<file path="src/rtl/tms_pkg.sv">
// thermal management register block: shared constants
// assumes model-specific register numbers arrive as 12-bit addresses
package tms_pkg;
  localparam int MSR_AW = 12;
  // register numbers
  localparam logic [11:0] ADDR_CLK_MOD  = 12'h19a;
  localparam logic [11:0] ADDR_CORE_IRQ = 12'h19b;
  localparam logic [11:0] ADDR_CORE_ST  = 12'h19c;
  localparam logic [11:0] ADDR_MISC     = 12'h1a0;
  localparam logic [11:0] ADDR_EPB      = 12'h1b0;
  localparam logic [11:0] ADDR_PKG_ST   = 12'h1b1;
  localparam logic [11:0] ADDR_PKG_IRQ  = 12'h1b2;
  // clock modulation fields
  localparam int MOD_EXT_BIT  = 0;
  localparam int MOD_DUTY_LSB = 1;
  localparam int MOD_EN_BIT   = 4;
  localparam int MOD_W        = 5;
  // interrupt control fields
  localparam int IRQ_HI_BIT   = 0;
  localparam int IRQ_LO_BIT   = 1;
  localparam int IRQ_HOT_BIT  = 2;
  localparam int IRQ_FRC_BIT  = 3;
  localparam int IRQ_CRIT_BIT = 4;
  localparam int THR1_LSB     = 8;
  localparam int THR1_EN_BIT  = 15;
  localparam int THR2_LSB     = 16;
  localparam int THR2_EN_BIT  = 23;
  localparam int PWR_EN_BIT   = 24;
  localparam int IRQ_W        = 25;
  localparam int THR_W        = 7;
  localparam logic [24:0] CORE_IRQ_MASK = 25'h1ffff1f;
  localparam logic [24:0] PKG_IRQ_MASK  = 25'h1ffff17;
  // status fields
  localparam int TEMP_LSB  = 16;
  localparam int RES_LSB   = 27;
  localparam int VALID_BIT = 31;
  localparam int N_CORE    = 8;
  localparam int N_PKG     = 6;
  // live condition index within a status group
  localparam int LV_THERM = 0;
  localparam int LV_PROC  = 1;
  localparam int LV_CRIT  = 2;
  localparam int LV_THR1  = 3;
  localparam int LV_THR2  = 4;
  localparam int LV_PWR   = 5;
  localparam int LV_CUR   = 6;
  localparam int LV_XDOM  = 7;
  // misc enable and bias hint
  localparam int MISC_AUTO_BIT = 3;
  localparam int EPB_W         = 4;
  // reset values
  localparam logic [4:0]  CLK_MOD_RST   = 5'h00;
  localparam logic [24:0] IRQ_RST       = 25'h0000000;
  localparam logic        MISC_AUTO_RST = 1'b0;
  localparam logic [3:0]  EPB_RST       = 4'h0;
  // modulation phases per period
  localparam int MOD_PHASES = 16;
endpackage

</file>
<file path="src/rtl/tms_clk_modulator.sv">
// on-demand duty-cycle gate for the core clock
// assumes the clock stop logic honours clkRun one phase at a time
`timescale 1ns/100ps
`default_nettype none
module tms_clk_modulator #(
  parameter int unsigned DIV = 1
) (
  input  wire logic       sys_clk,
  input  wire logic       nrst,
  input  wire logic       modEnable,
  input  wire logic [3:0] dutyCode,
  output logic            clkRun
);
  import tms_pkg::*;
  logic [7:0] divCnt_reg;
  logic [7:0] divCnt_next;
  logic [3:0] phase_reg;
  logic [3:0] phase_next;
  logic       clkRun_reg;
  logic       clkRun_next;
  logic       step;

  // phase advance on a divided enable, run for dutyCode of 16 phases, all 16 when dutyCode is 0
  always_comb begin
    step = (divCnt_reg == 8'(DIV - 1));
    divCnt_next = step ? 8'h00 : divCnt_reg + 8'h01;
    phase_next = step ? phase_reg + 4'h1 : phase_reg;
    clkRun_next = !modEnable || dutyCode == 4'h0 || phase_reg < dutyCode;
  end

  // registers
  always_ff @(posedge sys_clk or negedge nrst) begin
    if (!nrst) begin
      divCnt_reg <= 8'h00;
      phase_reg  <= 4'h0;
      clkRun_reg <= 1'b1;
    end else begin
      divCnt_reg <= divCnt_next;
      phase_reg  <= phase_next;
      clkRun_reg <= clkRun_next;
    end
  end

  assign clkRun = clkRun_reg;
endmodule
`default_nettype wire

</file>
<file path="src/rtl/tms_status_log.sv">
// sticky log bits beside live status conditions
// assumes live inputs are already in the sys_clk domain
`timescale 1ns/100ps
`default_nettype none
module tms_status_log #(
  parameter int         N       = 8,
  parameter logic [7:0] RW_MASK = 8'h01
) (
  input  wire logic         sys_clk,
  input  wire logic         nrst,
  input  wire logic [N-1:0] live,
  input  wire logic         wrEn,
  input  wire logic [N-1:0] wrData,
  output logic      [N-1:0] logs,
  output logic      [N-1:0] rise
);
  logic [N-1:0] prev_reg;
  logic [N-1:0] logs_reg;
  logic [N-1:0] logs_next;

  // write zero clears, plain r/w where masked, hardware set wins
  always_comb begin
    rise = live & ~prev_reg;
    logs_next = logs_reg;
    if (wrEn) begin
      logs_next = (logs_reg & wrData & ~RW_MASK[N-1:0]) | (wrData & RW_MASK[N-1:0]);
    end
    logs_next = logs_next | rise;
  end

  // registers
  always_ff @(posedge sys_clk or negedge nrst) begin
    if (!nrst) begin
      prev_reg <= '0;
      logs_reg <= '0;
    end else begin
      prev_reg <= live;
      logs_reg <= logs_next;
    end
  end

  assign logs = logs_reg;
endmodule
`default_nettype wire

</file>
<file path="src/rtl/tms_thermal_regs.sv">
// thermal and power management register bank, reached by msr reads and writes
// assumes one request per cycle at most; sensor pins are asynchronous
//
// Overview of operation
// - modulation runs only while clock modulation enable bit 4 is one
// - bits 3:1 pick duty; bit 0 extends encoding when capability present
// - core irq enables: high 0, low 1, hot pin 2, forced 3, critical 4
// - thresholds: value 14:8 enable 15, value 22:16 enable 23
// - bit 24 power limit notify enable, only with power-limit capability
// - core live status read-only at bits 0, 2, 4, 6, 8
// - each live bit has log at next odd bit, cleared only by zero
// - thermal status log bit 1 is plain read/write
// - power 10, current 12, cross-domain 14 live, gated by capability
// - readout 22:16, resolution 30:27, valid 31, all read-only
// - misc bit 3 enables automatic thermal control, reset disabled
// - clear of that enable may be ignored while critical
// - bias hint 3:0, 0 performance, 15 energy saving
// - package status mirrors core bits 0..11, readout at 22:16
// - package irq enables 0,1,2,4 and 24; bit 3 reserved
// - package thresholds 14:8 and 22:16, enables 15 and 23
`timescale 1ns/100ps
`default_nettype none
module tms_thermal_regs #(
  parameter logic       CAP_EXT_DUTY  = 1'b1,
  parameter logic       CAP_PWR_LIMIT = 1'b1,
  parameter logic       CAP_CUR_LIMIT = 1'b1,
  parameter logic       CAP_CRIT_LOCK = 1'b1,
  parameter logic [3:0] TEMP_RES      = 4'h1,
  parameter int unsigned MOD_DIV      = 1
) (
  input  wire logic                        sys_clk,
  input  wire logic                        nrst,
  input  wire logic                        msrRdReq,
  input  wire logic                        msrWrReq,
  input  wire logic [tms_pkg::MSR_AW-1:0]  msrAddr,
  input  wire logic [63:0]                 msrWrData,
  output logic      [63:0]                 msrRdData,
  output logic                             msrAck,
  output logic                             msrFault,
  input  wire logic                        coreThermPin,
  input  wire logic                        coreHotPin,
  input  wire logic                        coreForcedThrottlePin,
  input  wire logic                        coreCritPin,
  input  wire logic                        corePwrLimPin,
  input  wire logic                        coreCurLimPin,
  input  wire logic                        coreXdomLimPin,
  input  wire logic [6:0]                  coreTempCode,
  input  wire logic                        coreTempValid,
  input  wire logic                        pkgThermPin,
  input  wire logic                        pkgHotPin,
  input  wire logic                        pkgCritPin,
  input  wire logic                        pkgPwrLimPin,
  input  wire logic [6:0]                  pkgTempCode,
  output logic                             coreThermIrq,
  output logic                             pkgThermIrq,
  output logic                             coreClkRun,
  output logic                             autoThermCtrlEn,
  output logic      [3:0]                  energyPerfHint
);
  import tms_pkg::*;

  localparam int SYNC_W = 26;
  localparam logic [4:0]  MOD_WMASK = {4'hf, CAP_EXT_DUTY};
  localparam logic [24:0] CORE_WMASK = {CAP_PWR_LIMIT, CORE_IRQ_MASK[23:0]};
  localparam logic [24:0] PKG_WMASK = {CAP_PWR_LIMIT, PKG_IRQ_MASK[23:0]};

  // status fields interleave live and log, bit 2k live, 2k+1 log
  function automatic logic [15:0] interleave(input logic [7:0] lv, input logic [7:0] lg);
    logic [15:0] r;
    r = 16'h0000;
    for (int k = 0; k < 8; k++) begin
      r[2*k] = lv[k];
      r[2*k+1] = lg[k];
    end
    return r;
  endfunction

  // log bits of a written status word
  function automatic logic [7:0] pickLogs(input logic [63:0] d);
    logic [7:0] r;
    r = 8'h00;
    for (int k = 0; k < 8; k++) begin
      r[k] = d[2*k+1];
    end
    return r;
  endfunction

  logic [SYNC_W-1:0] syncA_reg;
  logic [SYNC_W-1:0] syncB_reg;
  logic [1:0]        syncFill_reg;
  logic [3:0]        prev_reg;
  logic [MOD_W-1:0]  modCtrl_reg;
  logic [MOD_W-1:0]  modCtrl_next;
  logic [IRQ_W-1:0]  coreIrqCtl_reg;
  logic [IRQ_W-1:0]  coreIrqCtl_next;
  logic [IRQ_W-1:0]  pkgIrqCtl_reg;
  logic [IRQ_W-1:0]  pkgIrqCtl_next;
  logic              autoTherm_reg;
  logic              autoTherm_next;
  logic [3:0]        epb_reg;
  logic [3:0]        epb_next;
  logic [63:0]       rdData_reg;
  logic [63:0]       rdData_next;
  logic              ack_reg;
  logic              fault_reg;
  logic              fault_next;
  logic              coreIrq_reg;
  logic              coreIrq_next;
  logic              pkgIrq_reg;
  logic              pkgIrq_next;
  logic [6:0]        coreTemp;
  logic [6:0]        pkgTemp;
  logic              coreValid;
  logic [N_CORE-1:0] coreLive;
  logic [N_CORE-1:0] coreLogs;
  logic [N_CORE-1:0] coreRise;
  logic [N_PKG-1:0]  pkgLive;
  logic [N_PKG-1:0]  pkgLogs;
  logic [N_PKG-1:0]  pkgRise;
  logic [7:0]        coreEvt;
  logic [6:0]        pkgEvt;
  logic              coreStWr;
  logic              pkgStWr;
  logic              hit;
  logic [3:0]        duty;
  logic [7:0]        wrLogs;
  logic [15:0]       pkgSt;

  // two-flop synchroniser for every sensor pin
  always_ff @(posedge sys_clk or negedge nrst) begin
    if (!nrst) begin
      syncA_reg <= '0;
      syncB_reg <= '0;
      prev_reg  <= 4'h0;
      syncFill_reg <= 2'b00;
    end else begin
      syncA_reg <= {pkgTempCode, pkgPwrLimPin, pkgCritPin, pkgHotPin, pkgThermPin, coreTempValid,
                    coreTempCode, coreXdomLimPin, coreCurLimPin, corePwrLimPin, coreCritPin,
                    coreForcedThrottlePin, coreHotPin, coreThermPin};
      syncB_reg <= syncA_reg;
      syncFill_reg <= {syncFill_reg[0], 1'b1}; // readout real two edges after reset
      prev_reg  <= {syncB_reg[15], syncB_reg[2], syncB_reg[1], syncB_reg[0]};
    end
  end

  // live conditions, thresholds compared against the readout
  always_comb begin
    coreTemp = syncB_reg[13:7];
    coreValid = syncB_reg[14];
    pkgTemp = syncB_reg[25:19];
    coreLive[LV_THERM] = syncB_reg[0];
    coreLive[LV_PROC] = syncB_reg[1] | syncB_reg[2];
    coreLive[LV_CRIT] = syncB_reg[3];
    coreLive[LV_THR1] = coreValid && coreTemp <= coreIrqCtl_reg[THR1_LSB +: THR_W];
    coreLive[LV_THR2] = coreValid && coreTemp <= coreIrqCtl_reg[THR2_LSB +: THR_W];
    coreLive[LV_PWR] = syncB_reg[4] & CAP_PWR_LIMIT;
    coreLive[LV_CUR] = syncB_reg[5] & CAP_CUR_LIMIT;
    coreLive[LV_XDOM] = syncB_reg[6] & CAP_CUR_LIMIT;
    pkgLive[LV_THERM] = syncB_reg[15];
    pkgLive[LV_PROC] = syncB_reg[16];
    pkgLive[LV_CRIT] = syncB_reg[17];
    pkgLive[LV_THR1] = syncFill_reg[1] && pkgTemp <= pkgIrqCtl_reg[THR1_LSB +: THR_W];
    pkgLive[LV_THR2] = syncFill_reg[1] && pkgTemp <= pkgIrqCtl_reg[THR2_LSB +: THR_W]; // no false crossing at reset
    pkgLive[LV_PWR] = syncB_reg[18] & CAP_PWR_LIMIT;
    coreStWr = msrWrReq && msrAddr == ADDR_CORE_ST;
    pkgStWr = msrWrReq && msrAddr == ADDR_PKG_ST;
    wrLogs = pickLogs(msrWrData);
    pkgSt = interleave({2'b00, pkgLive}, {2'b00, pkgLogs});
  end

  // core and package sticky logs
  tms_status_log #(.N(N_CORE), .RW_MASK(8'h01)) coreLogU (
    .sys_clk (sys_clk),
    .nrst    (nrst),
    .live    (coreLive),
    .wrEn    (coreStWr),
    .wrData  (wrLogs),
    .logs    (coreLogs),
    .rise    (coreRise)
  );

  tms_status_log #(.N(N_PKG), .RW_MASK(8'h01)) pkgLogU (
    .sys_clk (sys_clk),
    .nrst    (nrst),
    .live    (pkgLive),
    .wrEn    (pkgStWr),
    .wrData  (wrLogs[N_PKG-1:0]),
    .logs    (pkgLogs),
    .rise    (pkgRise)
  );

  // register writes and read mux
  always_comb begin
    modCtrl_next = modCtrl_reg;
    coreIrqCtl_next = coreIrqCtl_reg;
    pkgIrqCtl_next = pkgIrqCtl_reg;
    autoTherm_next = autoTherm_reg;
    epb_next = epb_reg;
    rdData_next = 64'h0;
    hit = 1'b1;
    case (msrAddr)
      ADDR_CLK_MOD: begin
        rdData_next = {59'h0, modCtrl_reg};
        if (msrWrReq) begin
          modCtrl_next = msrWrData[MOD_W-1:0] & MOD_WMASK;
        end
      end
      ADDR_CORE_IRQ: begin
        rdData_next = {39'h0, coreIrqCtl_reg};
        if (msrWrReq) begin
          coreIrqCtl_next = msrWrData[IRQ_W-1:0] & CORE_WMASK;
        end
      end
      ADDR_CORE_ST: begin
        rdData_next = {32'h0, coreValid, TEMP_RES, 4'h0, coreTemp, interleave(coreLive, coreLogs)};
      end
      ADDR_MISC: begin
        rdData_next = {60'h0, autoTherm_reg, 3'h0};
        if (msrWrReq) begin
          autoTherm_next = msrWrData[MISC_AUTO_BIT]
                         | (autoTherm_reg & coreLive[LV_CRIT] & CAP_CRIT_LOCK);
        end
      end
      ADDR_EPB: begin
        rdData_next = {60'h0, epb_reg};
        if (msrWrReq) begin
          epb_next = msrWrData[EPB_W-1:0];
        end
      end
      ADDR_PKG_ST: begin
        rdData_next = {41'h0, pkgTemp, 4'h0, pkgSt[11:0]};
      end
      ADDR_PKG_IRQ: begin
        rdData_next = {39'h0, pkgIrqCtl_reg};
        if (msrWrReq) begin
          pkgIrqCtl_next = msrWrData[IRQ_W-1:0] & PKG_WMASK;
        end
      end
      default: begin
        hit = 1'b0;
      end
    endcase
    if (!msrRdReq) begin
      rdData_next = 64'h0;
    end
    fault_next = (msrRdReq || msrWrReq) && !hit;
  end

  // thermal events gated by their enables
  always_comb begin
    coreEvt = {coreRise[LV_PWR], coreRise[LV_THR2], coreRise[LV_THR1], coreRise[LV_CRIT],
               syncB_reg[2] & ~prev_reg[2], syncB_reg[1] & ~prev_reg[1],
               ~syncB_reg[0] & prev_reg[0], coreRise[LV_THERM]};
    pkgEvt = {pkgRise[LV_PWR], pkgRise[LV_THR2], pkgRise[LV_THR1], pkgRise[LV_CRIT],
              pkgRise[LV_PROC], ~syncB_reg[15] & prev_reg[3], pkgRise[LV_THERM]};
    coreIrq_next = |(coreEvt & {coreIrqCtl_reg[PWR_EN_BIT], coreIrqCtl_reg[THR2_EN_BIT],
                                coreIrqCtl_reg[THR1_EN_BIT], coreIrqCtl_reg[IRQ_CRIT_BIT:IRQ_HI_BIT]});
    pkgIrq_next = |(pkgEvt & {pkgIrqCtl_reg[PWR_EN_BIT], pkgIrqCtl_reg[THR2_EN_BIT],
                              pkgIrqCtl_reg[THR1_EN_BIT], pkgIrqCtl_reg[IRQ_CRIT_BIT],
                              pkgIrqCtl_reg[IRQ_HOT_BIT:IRQ_HI_BIT]});
    duty = {modCtrl_reg[MOD_EN_BIT-1:MOD_DUTY_LSB], modCtrl_reg[MOD_EXT_BIT]};
  end

  // registers
  always_ff @(posedge sys_clk or negedge nrst) begin
    if (!nrst) begin
      modCtrl_reg    <= CLK_MOD_RST;
      coreIrqCtl_reg <= IRQ_RST;
      pkgIrqCtl_reg  <= IRQ_RST;
      autoTherm_reg  <= MISC_AUTO_RST;
      epb_reg        <= EPB_RST;
      rdData_reg     <= 64'h0;
      ack_reg        <= 1'b0;
      fault_reg      <= 1'b0;
      coreIrq_reg    <= 1'b0;
      pkgIrq_reg     <= 1'b0;
    end else begin
      modCtrl_reg    <= modCtrl_next;
      coreIrqCtl_reg <= coreIrqCtl_next;
      pkgIrqCtl_reg  <= pkgIrqCtl_next;
      autoTherm_reg  <= autoTherm_next;
      epb_reg        <= epb_next;
      rdData_reg     <= rdData_next;
      ack_reg        <= msrRdReq | msrWrReq;
      fault_reg      <= fault_next;
      coreIrq_reg    <= coreIrq_next;
      pkgIrq_reg     <= pkgIrq_next;
    end
  end

  // duty-cycle gate
  tms_clk_modulator #(.DIV(MOD_DIV)) modU (
    .sys_clk   (sys_clk),
    .nrst      (nrst),
    .modEnable (modCtrl_reg[MOD_EN_BIT]),
    .dutyCode  (duty),
    .clkRun    (coreClkRun)
  );

  assign msrRdData = rdData_reg;
  assign msrAck = ack_reg;
  assign msrFault = fault_reg;
  assign coreThermIrq = coreIrq_reg;
  assign pkgThermIrq = pkgIrq_reg;
  assign autoThermCtrlEn = autoTherm_reg;
  assign energyPerfHint = epb_reg;
endmodule
`default_nettype wire

</file>
<file path="config.mk">
export PLATFORM = sky130hd
export DESIGN_NAME = tms_thermal_regs
export DESIGN_NICKNAME = d
export VERILOG_FILES = /design/src/rtl/tms_pkg.sv /design/src/rtl/tms_clk_modulator.sv /design/src/rtl/tms_status_log.sv /design/src/rtl/tms_thermal_regs.sv
export SDC_FILE = /design/constraint.sdc
export NUM_CORES = 1
export LEC_CHECK = 0
export ABC_AREA = 1
export BUFFER_PORTS_ARGS = -buffer_cell sky130_fd_sc_hd__buf_2
export CAP_MARGIN = 30
export CELL_PAD_IN_SITES_DETAIL_PLACEMENT = 0
export CELL_PAD_IN_SITES_GLOBAL_PLACEMENT = 2
export CORE_ASPECT_RATIO = 2
export CORE_MARGIN = 3
export CORE_UTILIZATION = 33
export CTS_CLUSTER_SIZE = 12
export DETAILED_ROUTE_END_ITERATION = 16
export GPL_TIMING_DRIVEN = 0
export PLACE_DENSITY = 0.84
export SLEW_MARGIN = 15
export SYNTH_ARGS = -nofsm -noshare
export SYNTH_HDL_FRONTEND = slang
export SYNTH_SLANG_ARGS = --single-unit
</file>
<file path="constraint.sdc">
create_clock -name sys_clk -period 1.76 [get_ports sys_clk]
set_clock_uncertainty 0.05 [all_clocks]
set_input_delay 0.088 -clock sys_clk [delete_from_list [all_inputs] [get_ports sys_clk]]
set_output_delay 0.088 -clock sys_clk [all_outputs]
set_load 0.02 [all_outputs]
</file>
==> run_results.csv <==
group,metric,value,unit
sta,hold_viol,0,
global_route,grt_use_total,0.191,
clocking,htree_levels,4,
finish,nFillCells,2382,
floorplanning,row_count,80,
detailed_routing,drt_iter0_markers,354,
floorplanning,fp.coreArea,23900,µm²
sta,tightest_slew,0.723,ns
global_route,grt_pass1_vias,6671,
power_and_ir_drop,p_leak,5.17,nW
critical_path,path_class,"reg2reg",
global_route,grt_max_degree,95,
power_and_ir_drop,peakVddDrop,634,µV
power_and_ir_drop,power_frac_clock,0.443,
detailed_routing,vias,6270,
placed_design,dp_hpwl,18700,µm
yosys,yosysWarningCount,0,
sta,grt_setup_unrepaired,"true",
sta,max_slew_margin,0.518,
critical_path,startpoint_type,"flop",
detailed_routing,wl,24100,µm
yosys,synth_top_family_by_area,"simple AND/OR/NAND/NOR gates",
outcome,status,"finished, final reports clean",
yosys,synth_simple_gate_area_share,0.196,
power_and_ir_drop,p_seq_frac,0.485,
finish,final_common_cell,"nand2_1",
yosys,synth_adder_area_share,0.0527,
sta,finalCriticalPeriod,1.70,ns
power_and_ir_drop,powerDensity,860,nW/µm²
power_and_ir_drop,swShare,0.239,
floorplanning,ios,180,
clocking,cts_sinks,181,
yosys,ys_seq_elements,181,
yosys,synth_mux_area_frac,0.00140,
yosys,synth_xor_area_frac,0.00651,
clocking,clock_path_buffers,2,
power_and_ir_drop,power.switching,2.13,mW
yosys,synthesis.instances,874,
global_route,antenna_found_initial,0,
clocking,cts.reportedPaths.clkPinSlew,0.07,ns
sta,setup_viol,0,
detailed_routing,firstDrtPassIters,4,
yosys,seq_area_frac_synth,0.561,
placed_design,gp_congestion,0.808,
clocking,tritoncts,"yes",
detailed_routing,routedWlPerCell,17.3,µm
floorplanning,dieArea,26500,µm²
detailed_routing,drtAntennaViolNets,0,
sta,finalSetupTns,0,ns
critical_path,required,2.09,ns
yosys,synth.avg_cell_area,9.24,µm²
detailed_routing,drcViolationCount,0,
finish,largest_reg_flops,27,
clocking,numCtsBuffers,17,
placed_design,port_buffers,101,
job,cap_violations,0,
global_route,grt_pass1_wl,36600,µm
finish,antenna_cells,0,
floorplanning,die_w,117,µm
critical_path,end_kind,"flop",
clocking,root_buffer,"clkbuf_16",
power_and_ir_drop,comb_power_share,0.072,
finish,drive_gt1_frac,0.210,
clocking,clk_latency,0.44,ns
critical_path,crit_fanout,3,
worst_hold_path,min_path_type,"in2reg",
finish,final_cell_mix,"nand2_1 (189), dfrtp_1 (179), inv_1 (116)",
finish,nets,1228,
finish,syn2layout_area_growth,28.0,%
sta,fmax,590,MHz
power_and_ir_drop,internal_power,6.76,mW
placed_design,pre_cts_slack,-0.307,ns
floorplanning,start_util,0.337,
detailed_routing,routed_via_density,4.52,
floorplanning,dieHeight,227,µm
yosys,ys_types,39,
yosys,synth_compound_area_frac,0.0774,
yosys,synth_area,8070,µm²
global_route,gr-total-overflow,0,
sta,fin_ws,0.0649,ns
finish,utilization,0.432,
sta,slew_violations,0,
sta,period_share,0.963,
critical_path,cp.arrival,2.02,ns
[synthesized netlist by cell type (all sizes together)]
cell	n	area [µm²]
xnor2	2	17.5
a21oi	19	95.1
nand4	11	68.8
nor3b	4	30.0
mux2	1	11.3
dfrtp	180	4500
buf	49	372
clkinv	1	3.75
and2	1	6.26
o221ai	1	8.76
a21boi	2	15.0
nor2	85	367
ha	34	425
dfstp	1	26.3
o311ai	1	8.76
o211ai	2	15.0
inv	120	450
nand2	195	749
nand3	55	298
o22ai	4	25.0
nor4	1	6.26
o2111ai	1	8.76
xor2	4	35.0
clkbuf	3	11.3
conb	2	7.51
nor3	7	57.6
o21ai	85	425
a21o	3	22.5
[layer usage]
layer	global-route usage	vias up	wire [µm]
li1	-	3120	-
met1	0.185	2936	8230
met2	0.370	162	13800
met3	0.0311	52	808
met4	0.103	0	1200
met5	0	-	0
[power by group through the flow]
| stage | logic, mW | clock network [mW] | registers (mW) |
|---|---|---|---|
| after floorplan | 0.291 | 0 | 4.37 |
| after global placement | 0.532 | 0 | 4.39 |
| after detailed placement | 0.550 | 0 | 4.39 |
| after CTS | 0.640 | 4.03 | 4.31 |
| after global routing | 0.722 | 4.18 | 4.31 |
| final | 0.643 | 3.93 | 4.31 |
[path summary, 6_finish.rpt]
path,from,to,slack (ns),cells after the start
worst max-delay path,syncB_reg[13],coreLogU.logs[3],0.06,7
worst min register to register,syncA_reg[20],syncB_reg[20],0.30,0
min in group asynchronous,nrst,syncA_reg[24],0.21,2
worst max register to register,syncB_reg[13],coreLogU.logs[3],0.06,7
max in group asynchronous,nrst,syncA_reg[14],0.55,3
worst min-delay path,msrAddr[4],autoThermCtrlEn,0.04,4
[stage by stage]
| step | hold slack (ns) | power [mW] | cell area [µm²] | instances |
|---|---|---|---|---|
| 2_1_floorplan | -0.258 | 4.66 | 8210 | 910 |
| 3_3_place_gp | 0.146 | 4.92 | 9070 | 1298 |
| 3_5_place_dp | 0.116 | 4.94 | 9110 | 1299 |
| 4_1_cts | 0.0172 | 8.97 | 10200 | 1381 |
| 5_1_grt | 0.0662 | 9.22 | 10300 | 1387 |
| 6_report | 0.0384 | 8.88 | 10300 | 1387 |
[what timing repair did]
item / CTS / global route
endpoints found under the setup margin: 0 / 7
hold endpoints to repair: 179 / 0
setup buffers: 0 / 6
resized for setup: 0 / 18
hold buffers: 51 / 0
[cell type report]
type | instances | area [µm²] | area share
multi-input cells | 556 | 2910 | 0.281
clock inverters | 13 | 174 | 0.0168
inverters | 121 | 454 | 0.0439
well taps | 287 | 359 | 0.0347
plain buffers | 52 | 383 | 0.0370
clock buffers | 18 | 429 | 0.0415
repair buffers | 159 | 1100 | 0.106
flip-flops and latches | 181 | 4530 | 0.438
[worst max-delay path, cell delays in order (launching register included)]
cell     delay [ns]
dfrtp_1        0.43
ha_1           0.33
a21o_1         0.18
nor2_1         0.10
nand2_1        0.09
a21oi_2        0.19
nand2_1        0.17
nand2_1        0.10
[cells by family (layout without fill, tap and decap cells)]
group,Yosys count,count (layout)
xor+xnor,6,6
fa+ha+maj,34,34
flops,181,181
other cells,2,38
compound gates,118,118
buf+inv,173,363
mux,1,1
simple gates,359,359
Note: power is estimated with default switching activity, not from simulation.
